===== src/common/acl_match_pkg.sv =====
`default_nettype none

package acl_match_pkg;

   // ----------------------------------------------------------------
   // Bus and register map
   // ----------------------------------------------------------------
   localparam int unsigned ADDR_W   = 12;
   localparam int unsigned DATA_W   = 32;
   localparam int unsigned STRB_W   = 4;
   localparam logic [ADDR_W-1:0] CTRL_OFS   = 12'h000;
   localparam logic [ADDR_W-1:0] SPORT_OFS  = 12'h004;
   localparam logic [ADDR_W-1:0] DPORT_OFS  = 12'h008;
   localparam logic [ADDR_W-1:0] ETYPE_OFS  = 12'h00c;
   localparam logic [ADDR_W-1:0] STATUS_OFS = 12'h010;

   // ----------------------------------------------------------------
   // Field layout
   // ----------------------------------------------------------------
   localparam int unsigned PORT_W    = 16;
   localparam int unsigned LO_LSB    = 0;
   localparam int unsigned HI_LSB    = 16;
   localparam int unsigned N_FLAGS   = 6;
   localparam int unsigned CTRL_W    = 18;
   localparam int unsigned ST_HIT    = 0;
   localparam int unsigned ST_SEEN   = 1;
   localparam logic [PORT_W-1:0] ETYPE_MIN = 16'h0600;

   // Flag positions within the TCP flag vector
   localparam int unsigned FL_FIN = 0;
   localparam int unsigned FL_SYN = 1;
   localparam int unsigned FL_RST = 2;
   localparam int unsigned FL_PSH = 3;
   localparam int unsigned FL_ACK = 4;
   localparam int unsigned FL_URG = 5;

   // ----------------------------------------------------------------
   // Types
   // ----------------------------------------------------------------
   typedef enum logic [1:0]
   {
      PORT_ANY   = 2'b00,
      PORT_EXACT = 2'b01,
      PORT_RANGE = 2'b10
   } port_mode_e;

   typedef enum logic [1:0]
   {
      FLAG_ZERO = 2'b00,
      FLAG_ONE  = 2'b01,
      FLAG_ANY  = 2'b10
   } flag_mode_e;

   typedef struct packed
   {
      logic                     etype_sel;
      logic                     etype_exact;
      flag_mode_e [N_FLAGS-1:0] flags;
      port_mode_e               dmode;
      port_mode_e               smode;
   } ctrl_s;

   typedef struct packed
   {
      logic               is_tcp;
      logic               is_l4;
      logic [N_FLAGS-1:0] tcp_flags;
      logic [PORT_W-1:0]  sport;
      logic [PORT_W-1:0]  dport;
      logic [PORT_W-1:0]  etype;
   } frame_s;

   // ----------------------------------------------------------------
   // Reset values
   // ----------------------------------------------------------------
   localparam logic [CTRL_W-1:0] CTRL_RST  = 18'h0_aaa0;
   localparam logic [PORT_W-1:0] PORT_RST  = 16'h0000;
   localparam logic [PORT_W-1:0] ETYPE_RST = 16'h0600;

endpackage

`default_nettype wire


===== src/hw/acl_entry_match.sv =====
// Added by the designer: the address map and the APB register port.
`default_nettype none

module acl_entry_match
   import acl_match_pkg::*;
(
   input  wire logic                clk,
   input  wire logic                rst,
   input  wire logic [ADDR_W-1:0]   paddr,
   input  wire logic                psel,
   input  wire logic                penable,
   input  wire logic                pwrite,
   input  wire logic [DATA_W-1:0]   pwdata,
   input  wire logic [STRB_W-1:0]   pstrb,
   output logic      [DATA_W-1:0]   prdata,
   output logic                     pready,
   output logic                     pslverr,
   input  wire logic                frame_valid,
   input  wire frame_s              frame,
   output logic                     hit_valid,
   output logic                     hit
);

   // ----------------------------------------------------------------
   // State
   // ----------------------------------------------------------------
   typedef struct packed
   {
      ctrl_s             ctrl;
      logic [PORT_W-1:0] s_lo;
      logic [PORT_W-1:0] s_hi;
      logic [PORT_W-1:0] d_lo;
      logic [PORT_W-1:0] d_hi;
      logic [PORT_W-1:0] etype_val;
      logic              hit;
      logic              hit_valid;
      logic              seen;
   } state_s;

   state_s state_q;
   state_s state_d;

   logic              acc;
   logic              wr;
   logic              addr_ok;
   logic              etype_bad;
   logic              sp_ok;
   logic              dp_ok;
   logic              fl_ok;
   logic              et_ok;
   logic              match;
   logic [DATA_W-1:0] cur_word;
   logic [DATA_W-1:0] new_word;

   // ----------------------------------------------------------------
   // Helpers
   // ----------------------------------------------------------------
   function automatic logic port_ok(port_mode_e        m,
                                    logic              l4,
                                    logic [PORT_W-1:0] p,
                                    logic [PORT_W-1:0] lo,
                                    logic [PORT_W-1:0] hi);
      logic r;
      r = 1'b1;
      case (m)
         PORT_EXACT: r = l4 && (p == lo);
         PORT_RANGE: r = l4 && (p >= lo) && (p <= hi);
         default:    r = 1'b1;
      endcase
      return r;
   endfunction

   function automatic logic flag_ok(flag_mode_e m, logic f);
      logic r;
      r = 1'b1;
      case (m)
         FLAG_ZERO: r = !f;
         FLAG_ONE:  r = f;
         default:   r = 1'b1;
      endcase
      return r;
   endfunction

   function automatic logic [DATA_W-1:0] lane_merge(
      logic [DATA_W-1:0] old_w,
      logic [DATA_W-1:0] new_w,
      logic [STRB_W-1:0] strb);
      logic [DATA_W-1:0] r;
      r = old_w;
      for (int i = 0; i < STRB_W; i++)
      begin
         if (strb[i])
         begin
            r[i*8 +: 8] = new_w[i*8 +: 8];
         end
      end
      return r;
   endfunction

   // ----------------------------------------------------------------
   // Match terms
   // ----------------------------------------------------------------
   assign sp_ok = port_ok(state_q.ctrl.smode, frame.is_l4, frame.sport,
                          state_q.s_lo, state_q.s_hi);
   assign dp_ok = port_ok(state_q.ctrl.dmode, frame.is_l4, frame.dport,
                          state_q.d_lo, state_q.d_hi);

   logic [N_FLAGS-1:0] flag_each;

   generate
      for (genvar g = 0; g < N_FLAGS; g++)
      begin : g_flag
         assign flag_each[g] = !frame.is_tcp ||
            flag_ok(state_q.ctrl.flags[g], frame.tcp_flags[g]);
      end
   endgenerate

   assign fl_ok = &flag_each;

   assign et_ok = !state_q.ctrl.etype_sel ||
                  !state_q.ctrl.etype_exact ||
                  (frame.etype == state_q.etype_val);

   assign match = sp_ok && dp_ok && fl_ok && et_ok;

   // ----------------------------------------------------------------
   // Bus decode
   // ----------------------------------------------------------------
   assign acc     = psel && penable;
   assign wr      = acc && pwrite;
   assign addr_ok = (paddr == CTRL_OFS) || (paddr == SPORT_OFS) ||
                    (paddr == DPORT_OFS) || (paddr == ETYPE_OFS) ||
                    (paddr == STATUS_OFS);

   always_comb
   begin
      cur_word = '0;
      case (paddr)
         CTRL_OFS:   cur_word[CTRL_W-1:0] = state_q.ctrl;
         SPORT_OFS:  cur_word = {state_q.s_hi, state_q.s_lo};
         DPORT_OFS:  cur_word = {state_q.d_hi, state_q.d_lo};
         ETYPE_OFS:  cur_word[PORT_W-1:0] = state_q.etype_val;
         STATUS_OFS:
         begin
            cur_word[ST_HIT]  = state_q.hit;
            cur_word[ST_SEEN] = state_q.seen;
         end
         default:    cur_word = '0;
      endcase
   end

   assign new_word  = lane_merge(cur_word, pwdata, pstrb);
   assign etype_bad = (paddr == ETYPE_OFS) &&
                      (new_word[PORT_W-1:0] < ETYPE_MIN);
   assign prdata    = cur_word;
   assign pready    = 1'b1;
   assign pslverr   = acc && (!addr_ok || (pwrite && etype_bad));

   // ----------------------------------------------------------------
   // Next state
   // ----------------------------------------------------------------
   always_comb
   begin
      state_d = state_q;
      state_d.hit_valid = frame_valid;
      if (frame_valid)
      begin
         state_d.hit  = match;
         state_d.seen = 1'b1;
      end
      if (wr && !etype_bad)
      begin
         case (paddr)
            CTRL_OFS:  state_d.ctrl = ctrl_s'(new_word[CTRL_W-1:0]);
            SPORT_OFS:
            begin
               state_d.s_lo = new_word[LO_LSB +: PORT_W];
               state_d.s_hi = new_word[HI_LSB +: PORT_W];
            end
            DPORT_OFS:
            begin
               state_d.d_lo = new_word[LO_LSB +: PORT_W];
               state_d.d_hi = new_word[HI_LSB +: PORT_W];
            end
            ETYPE_OFS: state_d.etype_val = new_word[PORT_W-1:0];
            default:   state_d.seen = state_d.seen;
         endcase
      end
   end

   always_ff @(posedge clk)
   begin
      if (rst)
      begin
         state_q.ctrl      <= ctrl_s'(CTRL_RST);
         state_q.s_lo      <= PORT_RST;
         state_q.s_hi      <= PORT_RST;
         state_q.d_lo      <= PORT_RST;
         state_q.d_hi      <= PORT_RST;
         state_q.etype_val <= ETYPE_RST;
         state_q.hit       <= 1'b0;
         state_q.hit_valid <= 1'b0;
         state_q.seen      <= 1'b0;
      end
      else
      begin
         state_q <= state_d;
      end
   end

   assign hit_valid = state_q.hit_valid;
   assign hit       = state_q.hit;
endmodule

`default_nettype wire


===== config.mk =====
export PLATFORM = sky130hd
export DESIGN_NAME = acl_entry_match
export DESIGN_NICKNAME = d
export VERILOG_FILES = /design/src/common/acl_match_pkg.sv /design/src/hw/acl_entry_match.sv
export SDC_FILE = /design/constraint.sdc
export NUM_CORES = 1
export LEC_CHECK = 0
export BUFFER_PORTS_ARGS = -buffer_cell sky130_fd_sc_hd__buf_2
export CAP_MARGIN = 20
export CELL_PAD_IN_SITES_DETAIL_PLACEMENT = 1
export CELL_PAD_IN_SITES_GLOBAL_PLACEMENT = 2
export CORE_ASPECT_RATIO = 0.6
export CORE_MARGIN = 4
export CORE_UTILIZATION = 29
export CTS_CLUSTER_SIZE = 28
export DETAILED_ROUTE_END_ITERATION = 10
export GPL_TIMING_DRIVEN = 0
export HOLD_SLACK_MARGIN = 0.05
export PLACE_DENSITY = 0.84
export SETUP_SLACK_MARGIN = 0.1
export SLEW_MARGIN = 20
export SYNTH_ARGS = -nofsm -noshare
export SYNTH_HDL_FRONTEND = slang
export SYNTH_SLANG_ARGS = --single-unit

===== constraint.sdc =====
create_clock -name clk -period 2.52 [get_ports clk]
set_clock_uncertainty 0.2 [all_clocks]
set_input_delay 0.252 -clock clk [delete_from_list [all_inputs] [get_ports clk]]
set_output_delay 0.252 -clock clk [all_outputs]
set_load 0.005 [all_outputs]

==> results of run 1 <==
## cells by family (layout without fill, tap and decap cells)
kind of cell    after synthesis  after routing  share of synthesized area
buf+inv                     125            359                     0.0755
flops                       101            101                      0.302
other cells                   1              1                   0.000560
fa+ha+maj                    68             68                      0.127
mux                          50             50                      0.104
xor+xnor                     22             22                     0.0288
simple gates                258            258                      0.186
compound gates              186            186                      0.175
## worst reg2reg max path, delay by kind of cell, from the launching register on
kind                   cells  cell delay [ns]
multiplexers               2             0.87
AO/OA/AOI/OAI              2             0.57
buffers and inverters      2             0.39
flip-flops                 1             0.36
AND/OR/NAND/NOR            2             0.28
## sequential cells by signal (all words and copies together), names as in the netlist
signal and cells:
hit_valid 1, hit 1, state_q 99
## metrics by stage
stage	setup slack [ns]	cells
2_1_floorplan	-0.218	811
3_3_place_gp	-1.61	1261
3_5_place_dp	-1.20	1262
4_1_cts	-0.402	1330
5_1_grt	-0.563	1353
6_report	-0.555	1353
## power breakdown
part	total, mW	internal (mW)	switching (mW)
registers	1.60	1.60	0.00336
logic	0.577	0.225	0.352
clock network	1.44	0.690	0.753
total	3.62	2.51	1.11
## repair_timing
item	CTS	global route
gates resized for setup	292	129
setup endpoints to repair	129	128
hold endpoints to repair	2	0
hold buffers	3	0
pin swaps	76	50
cloned	7	5
buffers inserted	43	19
## placed cells by master (no fill, tap or decap), types with 8 or more instances in the layout
master,Yosys,routed
nand2_4,0,25
o211ai_1,9,9
xor2_1,16,16
a22o_1,16,14
buf_4,1,29
clkbuf_16,0,18
and2_1,18,9
a211oi_2,0,12
a21oi_2,0,28
inv_1,78,77
mux4_2,14,14
buf_6,2,41
mux2_4,0,14
ha_1,68,67
nand4_1,9,9
dfxtp_1,101,87
mux2i_1,17,12
nand3_2,0,25
nand2_1,95,47
dfxtp_2,0,14
nor2b_1,9,8
nor2_1,39,27
o21ai_1,3,26
and2_4,0,9
clkbuf_1,22,12
nand3_1,49,19
buf_2,14,135
buf_12,0,21
o21ai_0,48,9
a21oi_1,60,32
o21ai_2,0,14
nand2_2,0,22
nor2_2,0,8
## cell type report
class / count / area (µm²)
Clock inverter: 6 / 56.3
Timing Repair Buffer: 219 / 1720
Multi-Input combinational cell: 585 / 5290
Sequential cell: 101 / 2040
Inverter: 80 / 300
Tap cell: 308 / 385
Buffer: 45 / 548
Clock buffer: 9 / 225
Fill cell: 2561 / 11800
## layer usage
metal	track usage	part of all wire	vias up
li1	-	-	3332
met1	0.358	0.47	3869
met2	0.367	0.44	339
met3	0.0635	0.074	47
met4	0.0299	0.017	0
met5	0	0	-
## worst max path at each step
stage	from	to	slack, ns	cells past startpoint
final	paddr[8]	pslverr	-0.55	10
after global routing	paddr[8]	pslverr	-0.56	10
after CTS	state_q[80]$_SDFFE_PP0P_	pslverr	-0.40	7
after detailed placement	paddr[0]	state_q[33]$_SDFFE_PP0P_	-1.20	10
after global placement	paddr[0]	state_q[30]$_SDFFE_PP0P_	-1.61	9
after floorplan	paddr[0]	state_q[13]$_SDFFE_PP1P_	-0.22	9
==> flow_summary_export.csv, run 1 <==
group,metric,value,unit
job,cap_violations,0,
worst_setup_path,r2r.worst_path.cells,8,
yosys,syn_area,6700,µm²
floorplan,die_h,126,µm
hold_path,worstHoldStart,"pwdata[20]",
route,drt-total-wl,34.4,mm
power_and_ir_drop,ir_drop,0.347,mV
yosys,ys_types,56,
power_and_ir_drop,power_density,343,nW/µm²
clock_tree,clock_latency,0.37,ns
worst_setup_path,cp_num_buf_inv,3,
global_route,grt_pass1_vias,7577,
worst_setup_path,cp-end-kind,"primary output",
timing,setup_tns,-40.31,ns
timing,fin_ws,-0.555,ns
timing,whs,0.0825,ns
timing,rsz0062_at_grt,"yes",
place,dpl.hpwl,23.4,mm
worst_setup_path,crit_chain,"buf_2, or4_4, or4_4, buf_12, nor2_4, nand4_4, nor4_4, nand2_1, a31oi_1, buf_2",
timing,setup_viol,125,
clock_tree,cts_buffers,9,
worst_setup_path,path_max_fanout,4,
route,initialDrtViolationCount,649,
timing,hold_viol_final,0,
floorplan,core,22400,µm²
layout,nets,1219,
power_and_ir_drop,leakage,4.14,nW
worst_setup_path,crit_required,2.07,ns
yosys,synth_top_area_cell,"dfxtp_1",
yosys,ys_seq_elements,101,
floorplan,std_cell_rows,42,
floorplan,ios,146,
yosys,syn_inst,811,
yosys,synth_most_common_cell,"dfxtp_1",
worst_setup_path,critPathTopFamily,"simple AND/OR/NAND/NOR gates",
hold_path,min_delay_worst_endpoint,"state_q[55]$_SDFFE_PP0P_",
yosys,synthFlopType,"dfxtp_1",
yosys,synthTopCellsByArea,"dfxtp_1 (30%), ha_1 (13%), nand2_1 (5.3%)",
global_route,track_usage,0.243,
route,via_per_inst,5.61,
yosys,synth_top_area_share,0.302,
global_route,grt_pass1_wl,47.6,mm
timing,fin_crit_sh,1.22,
yosys,synthesis.nets,989,
place,port_buffers,142,
timing,max-slew-margin-rel,0.355,
run_status,status,"complete, but fails checks",
yosys,ys_top_cells_by_count,"dfxtp_1 (101), nand2_1 (95), inv_1 (78)",
layout,final_core_util,0.472,
clock_tree,clockRootBuffer,"clkbuf_16",
floorplan,die_area,25700,µm²
layout,design_area,10600,µm²
global_route,grt-ovfl-total,0,
worst_setup_path,crit_path_top_delay_cell,"or4_4",
floorplan,initial_utilization,0.299,
hold_path,min_path_type,"in -> reg",
worst_setup_path,worstSetupPathType,"in -> out",
worst_setup_path,arrival,2.62,ns
global_route,antenna_found_initial,0,
yosys,ys_warn_count,0,
timing,fmaxAchievable,325,MHz
power_and_ir_drop,power,3.62,mW
route,firstDrtPassIters,5,
timing,finalCriticalPeriod,3.07,ns
clock_tree,h-tree-depth,3,
timing,tightestPinTransition,0.967,ns
global_route,grt_max_degree,19,
worst_setup_path,reg2reg_slack,-0.22,ns
clock_tree,tritoncts,"built",
worst_setup_path,max_stage_delay,0.55,ns
yosys,synth_area_per_cell,8.26,µm²
timing,final_max_slew_viol_count,0,
run_status,violations,"setup timing",
worst_setup_path,r2r-start,"state_q[15]$_SDFFE_PP0P_",
route,drt-wirelength-per-cell,25.5,µm
clock_tree,cts_sinks,101,
clock_tree,clk_pin_slew,0.08,ns
yosys,synth_edf_count,0,
yosys,ys_seq_area_frac,0.302,
worst_setup_path,critPathLaunchType,"primary input",
layout,drive_gt1_frac,0.480,
route,drtAntennaViolNets,0,
route,num_vias,7587,
clock_tree,clock_path_buffers,2,
hold_path,hold_depth,4,
route,drc,0,
floorplan,die_x,204,µm
worst_setup_path,reg2reg_to,"state_q[10]$_SDFFE_PP0P_",
place,routabilityCongestion,0.911,
layout,area_growth_syn_to_layout,57.7,%
yosys,async_reset_ff_frac,0,
layout,diodes,0,
place,placed_area,7910,µm²
(Power assumes the default switching activity.)
==> inputs of run 2 (changes only) <==
--- a/config.mk
+++ b/config.mk
@@ -17,6 +17,7 @@
 export GPL_TIMING_DRIVEN = 0
 export HOLD_SLACK_MARGIN = 0.05
 export PLACE_DENSITY = 0.84
+export RECOVER_POWER = 25
 export SETUP_SLACK_MARGIN = 0.1
 export SLEW_MARGIN = 20
 export SYNTH_ARGS = -nofsm -noshare
==> run 2 against run 1 <==
Compared with the run above: sequential cell count did not move; critical endpoint unchanged; critical path depth did not move; core utilization barely moved; largest power group unchanged; the flow still finishes with violations (setup timing); critical path type unchanged; register-to-register slack barely moved; non-clock buffer count did not move; sequential power barely moved; global-route usage did not move.
==> flow_summary_export.csv, run 2 (synthesized netlist as in run 1, its figures left out) <==
group,metric,value,unit
run_status,status,"complete, but fails checks",
run_status,violations,"setup timing",
power_and_ir_drop,power_density,343,nW/µm²
timing,setup_viol,125,
timing,tightestPinTransition,0.967,ns
global_route,grt_pass1_vias,7577,
layout,design_area,10600,µm²
timing,rsz0062_at_grt,"yes",
hold_path,min_delay_worst_endpoint,"state_q[55]$_SDFFE_PP0P_",
clock_tree,cts_buffers,9,
timing,fin_crit_sh,1.22,
layout,stdcell_count,1353,
place,port_buffers,142,
global_route,antenna_found_initial,0,
clock_tree,clk_pin_slew,0.08,ns
route,drt-wirelength-per-cell,25.5,µm
hold_path,hold_depth,4,
global_route,grt_max_degree,19,
place,dpl_worst_slack,-1.20,ns
hold_path,worstHoldStart,"pwdata[20]",
clock_tree,clockRootBuffer,"clkbuf_16",
route,num_vias,7587,
clock_tree,cts_sinks,101,
layout,final_core_util,0.472,
layout,final_common_cell,"buf_2",
floorplan,die_x,204,µm
layout,area_growth_syn_to_layout,57.7,%
timing,final_max_slew_viol_count,0,
timing,max-slew-margin-rel,0.355,
layout,final_cell_mix,"buf_2 (133), dfxtp_1 (87), inv_1 (77)",
route,drt-total-wl,34.4,mm
clock_tree,clock_path_buffers,2,
clock_tree,tritoncts,"built",
worst_setup_path,reg2reg_to,"state_q[10]$_SDFFE_PP0P_",
route,via_per_inst,5.61,
hold_path,min_path_type,"in -> reg",
job,cap_violations,0,
timing,fin_ws,-0.555,ns
route,firstDrtPassIters,5,
floorplan,die_area,25700,µm²
place,routabilityCongestion,0.911,
route,drtAntennaViolNets,0,
global_route,track_usage,0.243,
route,drc,0,
place,dp.cells,1262,
worst_setup_path,critPathLaunchType,"primary input",
place,dpl.hpwl,23.4,mm
floorplan,std_cell_rows,42,
clock_tree,h-tree-depth,3,
floorplan,ios,146,
timing,hold_viol_final,0,
power_and_ir_drop,power,3.62,mW
worst_setup_path,arrival,2.62,ns
route,initialDrtViolationCount,649,
layout,diodes,0,
worst_setup_path,r2r.worst_path.cells,8,
layout,largest-register,"state_q",
floorplan,initial_utilization,0.299,
timing,finalCriticalPeriod,3.07,ns
worst_setup_path,cp-end-kind,"primary output",
layout,nets,1219,
floorplan,die_h,126,µm
layout,reg_top3,"state_q (99), hit (1), hit_valid (1)",
power_and_ir_drop,leakage,4.14,nW
global_route,grt-ovfl-total,0,
global_route,grt_pass1_wl,47.6,mm
clock_tree,clock_latency,0.37,ns
floorplan,core,22400,µm²
layout,drive_gt1_frac,0.478,
worst_setup_path,reg2reg_slack,-0.22,ns
worst_setup_path,crit_required,2.07,ns
timing,fmaxAchievable,325,MHz
worst_setup_path,path_max_fanout,4,
power_and_ir_drop,ir_drop,0.347,mV
worst_setup_path,r2r-start,"state_q[15]$_SDFFE_PP0P_",
layout,largest_reg_flops,99,
place,placed_area,7910,µm²
worst_setup_path,worstSetupPathType,"in -> out",
run 2: changes by cell type in the layout (fill, tap and decap cells not counted):
cell      change
buf_2         -2
clkbuf_1      +2
run 2: per-layer routing:
layer / vias up / track usage / routed length, µm
li1: 3332 / - / -
met1: 3869 / 0.358 / 16100
met2: 339 / 0.367 / 15200
met3: 47 / 0.0635 / 2560
met4: 0 / 0.0299 / 588
met5: - / 0 / 0
run 2: critical path, cell delays in order:
cell	delay (ns)
buf_2	0.11
or4_4	0.51
or4_4	0.55
buf_12	0.16
nor2_4	0.15
nand4_4	0.14
nor4_4	0.26
nand2_1	0.12
a31oi_1	0.21
buf_2	0.15
run 2: area by class of cell:
type	instances	area, µm²
Buffer	45	548
Clock buffer	9	225
Clock inverter	6	56.3
Fill cell	2561	11800
Inverter	80	300
Multi-Input combinational cell	585	5290
Sequential cell	101	2040
Tap cell	308	385
Timing Repair Buffer	219	1720
run 2: where the power goes:
group | total, mW | switching, mW | internal, mW | leakage (nW)
clock network | 1.44 | 0.753 | 0.690 | 0.136
logic | 0.576 | 0.352 | 0.224 | 3.18
registers | 1.60 | 0.00343 | 1.60 | 0.822
total | 3.62 | 1.11 | 2.51 | 4.14
run 2: what timing repair did:
item | in CTS | in global routing
hold endpoints to repair | 2 | 0
endpoints found under the setup margin | 129 | 128
gates cloned | 7 | 5
setup buffers | 43 | 19
hold buffers | 3 | 0
pin swaps | 76 | 50
gates resized for setup | 292 | 129
run 2: how the worst max path moves through the flow:
| stage | cells after the start | slack, ns | end | start |
|---|---|---|---|---|
| 6_report | 10 | -0.55 | pslverr | paddr[8] |
| 3_5_place_dp | 10 | -1.20 | state_q[33]$_SDFFE_PP0P_ | paddr[0] |
| 3_3_place_gp | 9 | -1.61 | state_q[30]$_SDFFE_PP0P_ | paddr[0] |
| 5_1_grt | 10 | -0.56 | pslverr | paddr[8] |
| 4_1_cts | 7 | -0.40 | pslverr | state_q[80]$_SDFFE_PP0P_ |
| 2_1_floorplan | 9 | -0.22 | state_q[13]$_SDFFE_PP1P_ | paddr[0] |
run 2: stage by stage:
stage | setup TNS [ns] | hold WS (ns)
floorplan | -8.47 | 0.131
global placement | -142.56 | 0.249
detailed placement | -89.55 | 0.258
CTS | -25.33 | 0.0844
global route | -43.82 | 0.0998
finish | -40.31 | 0.0825
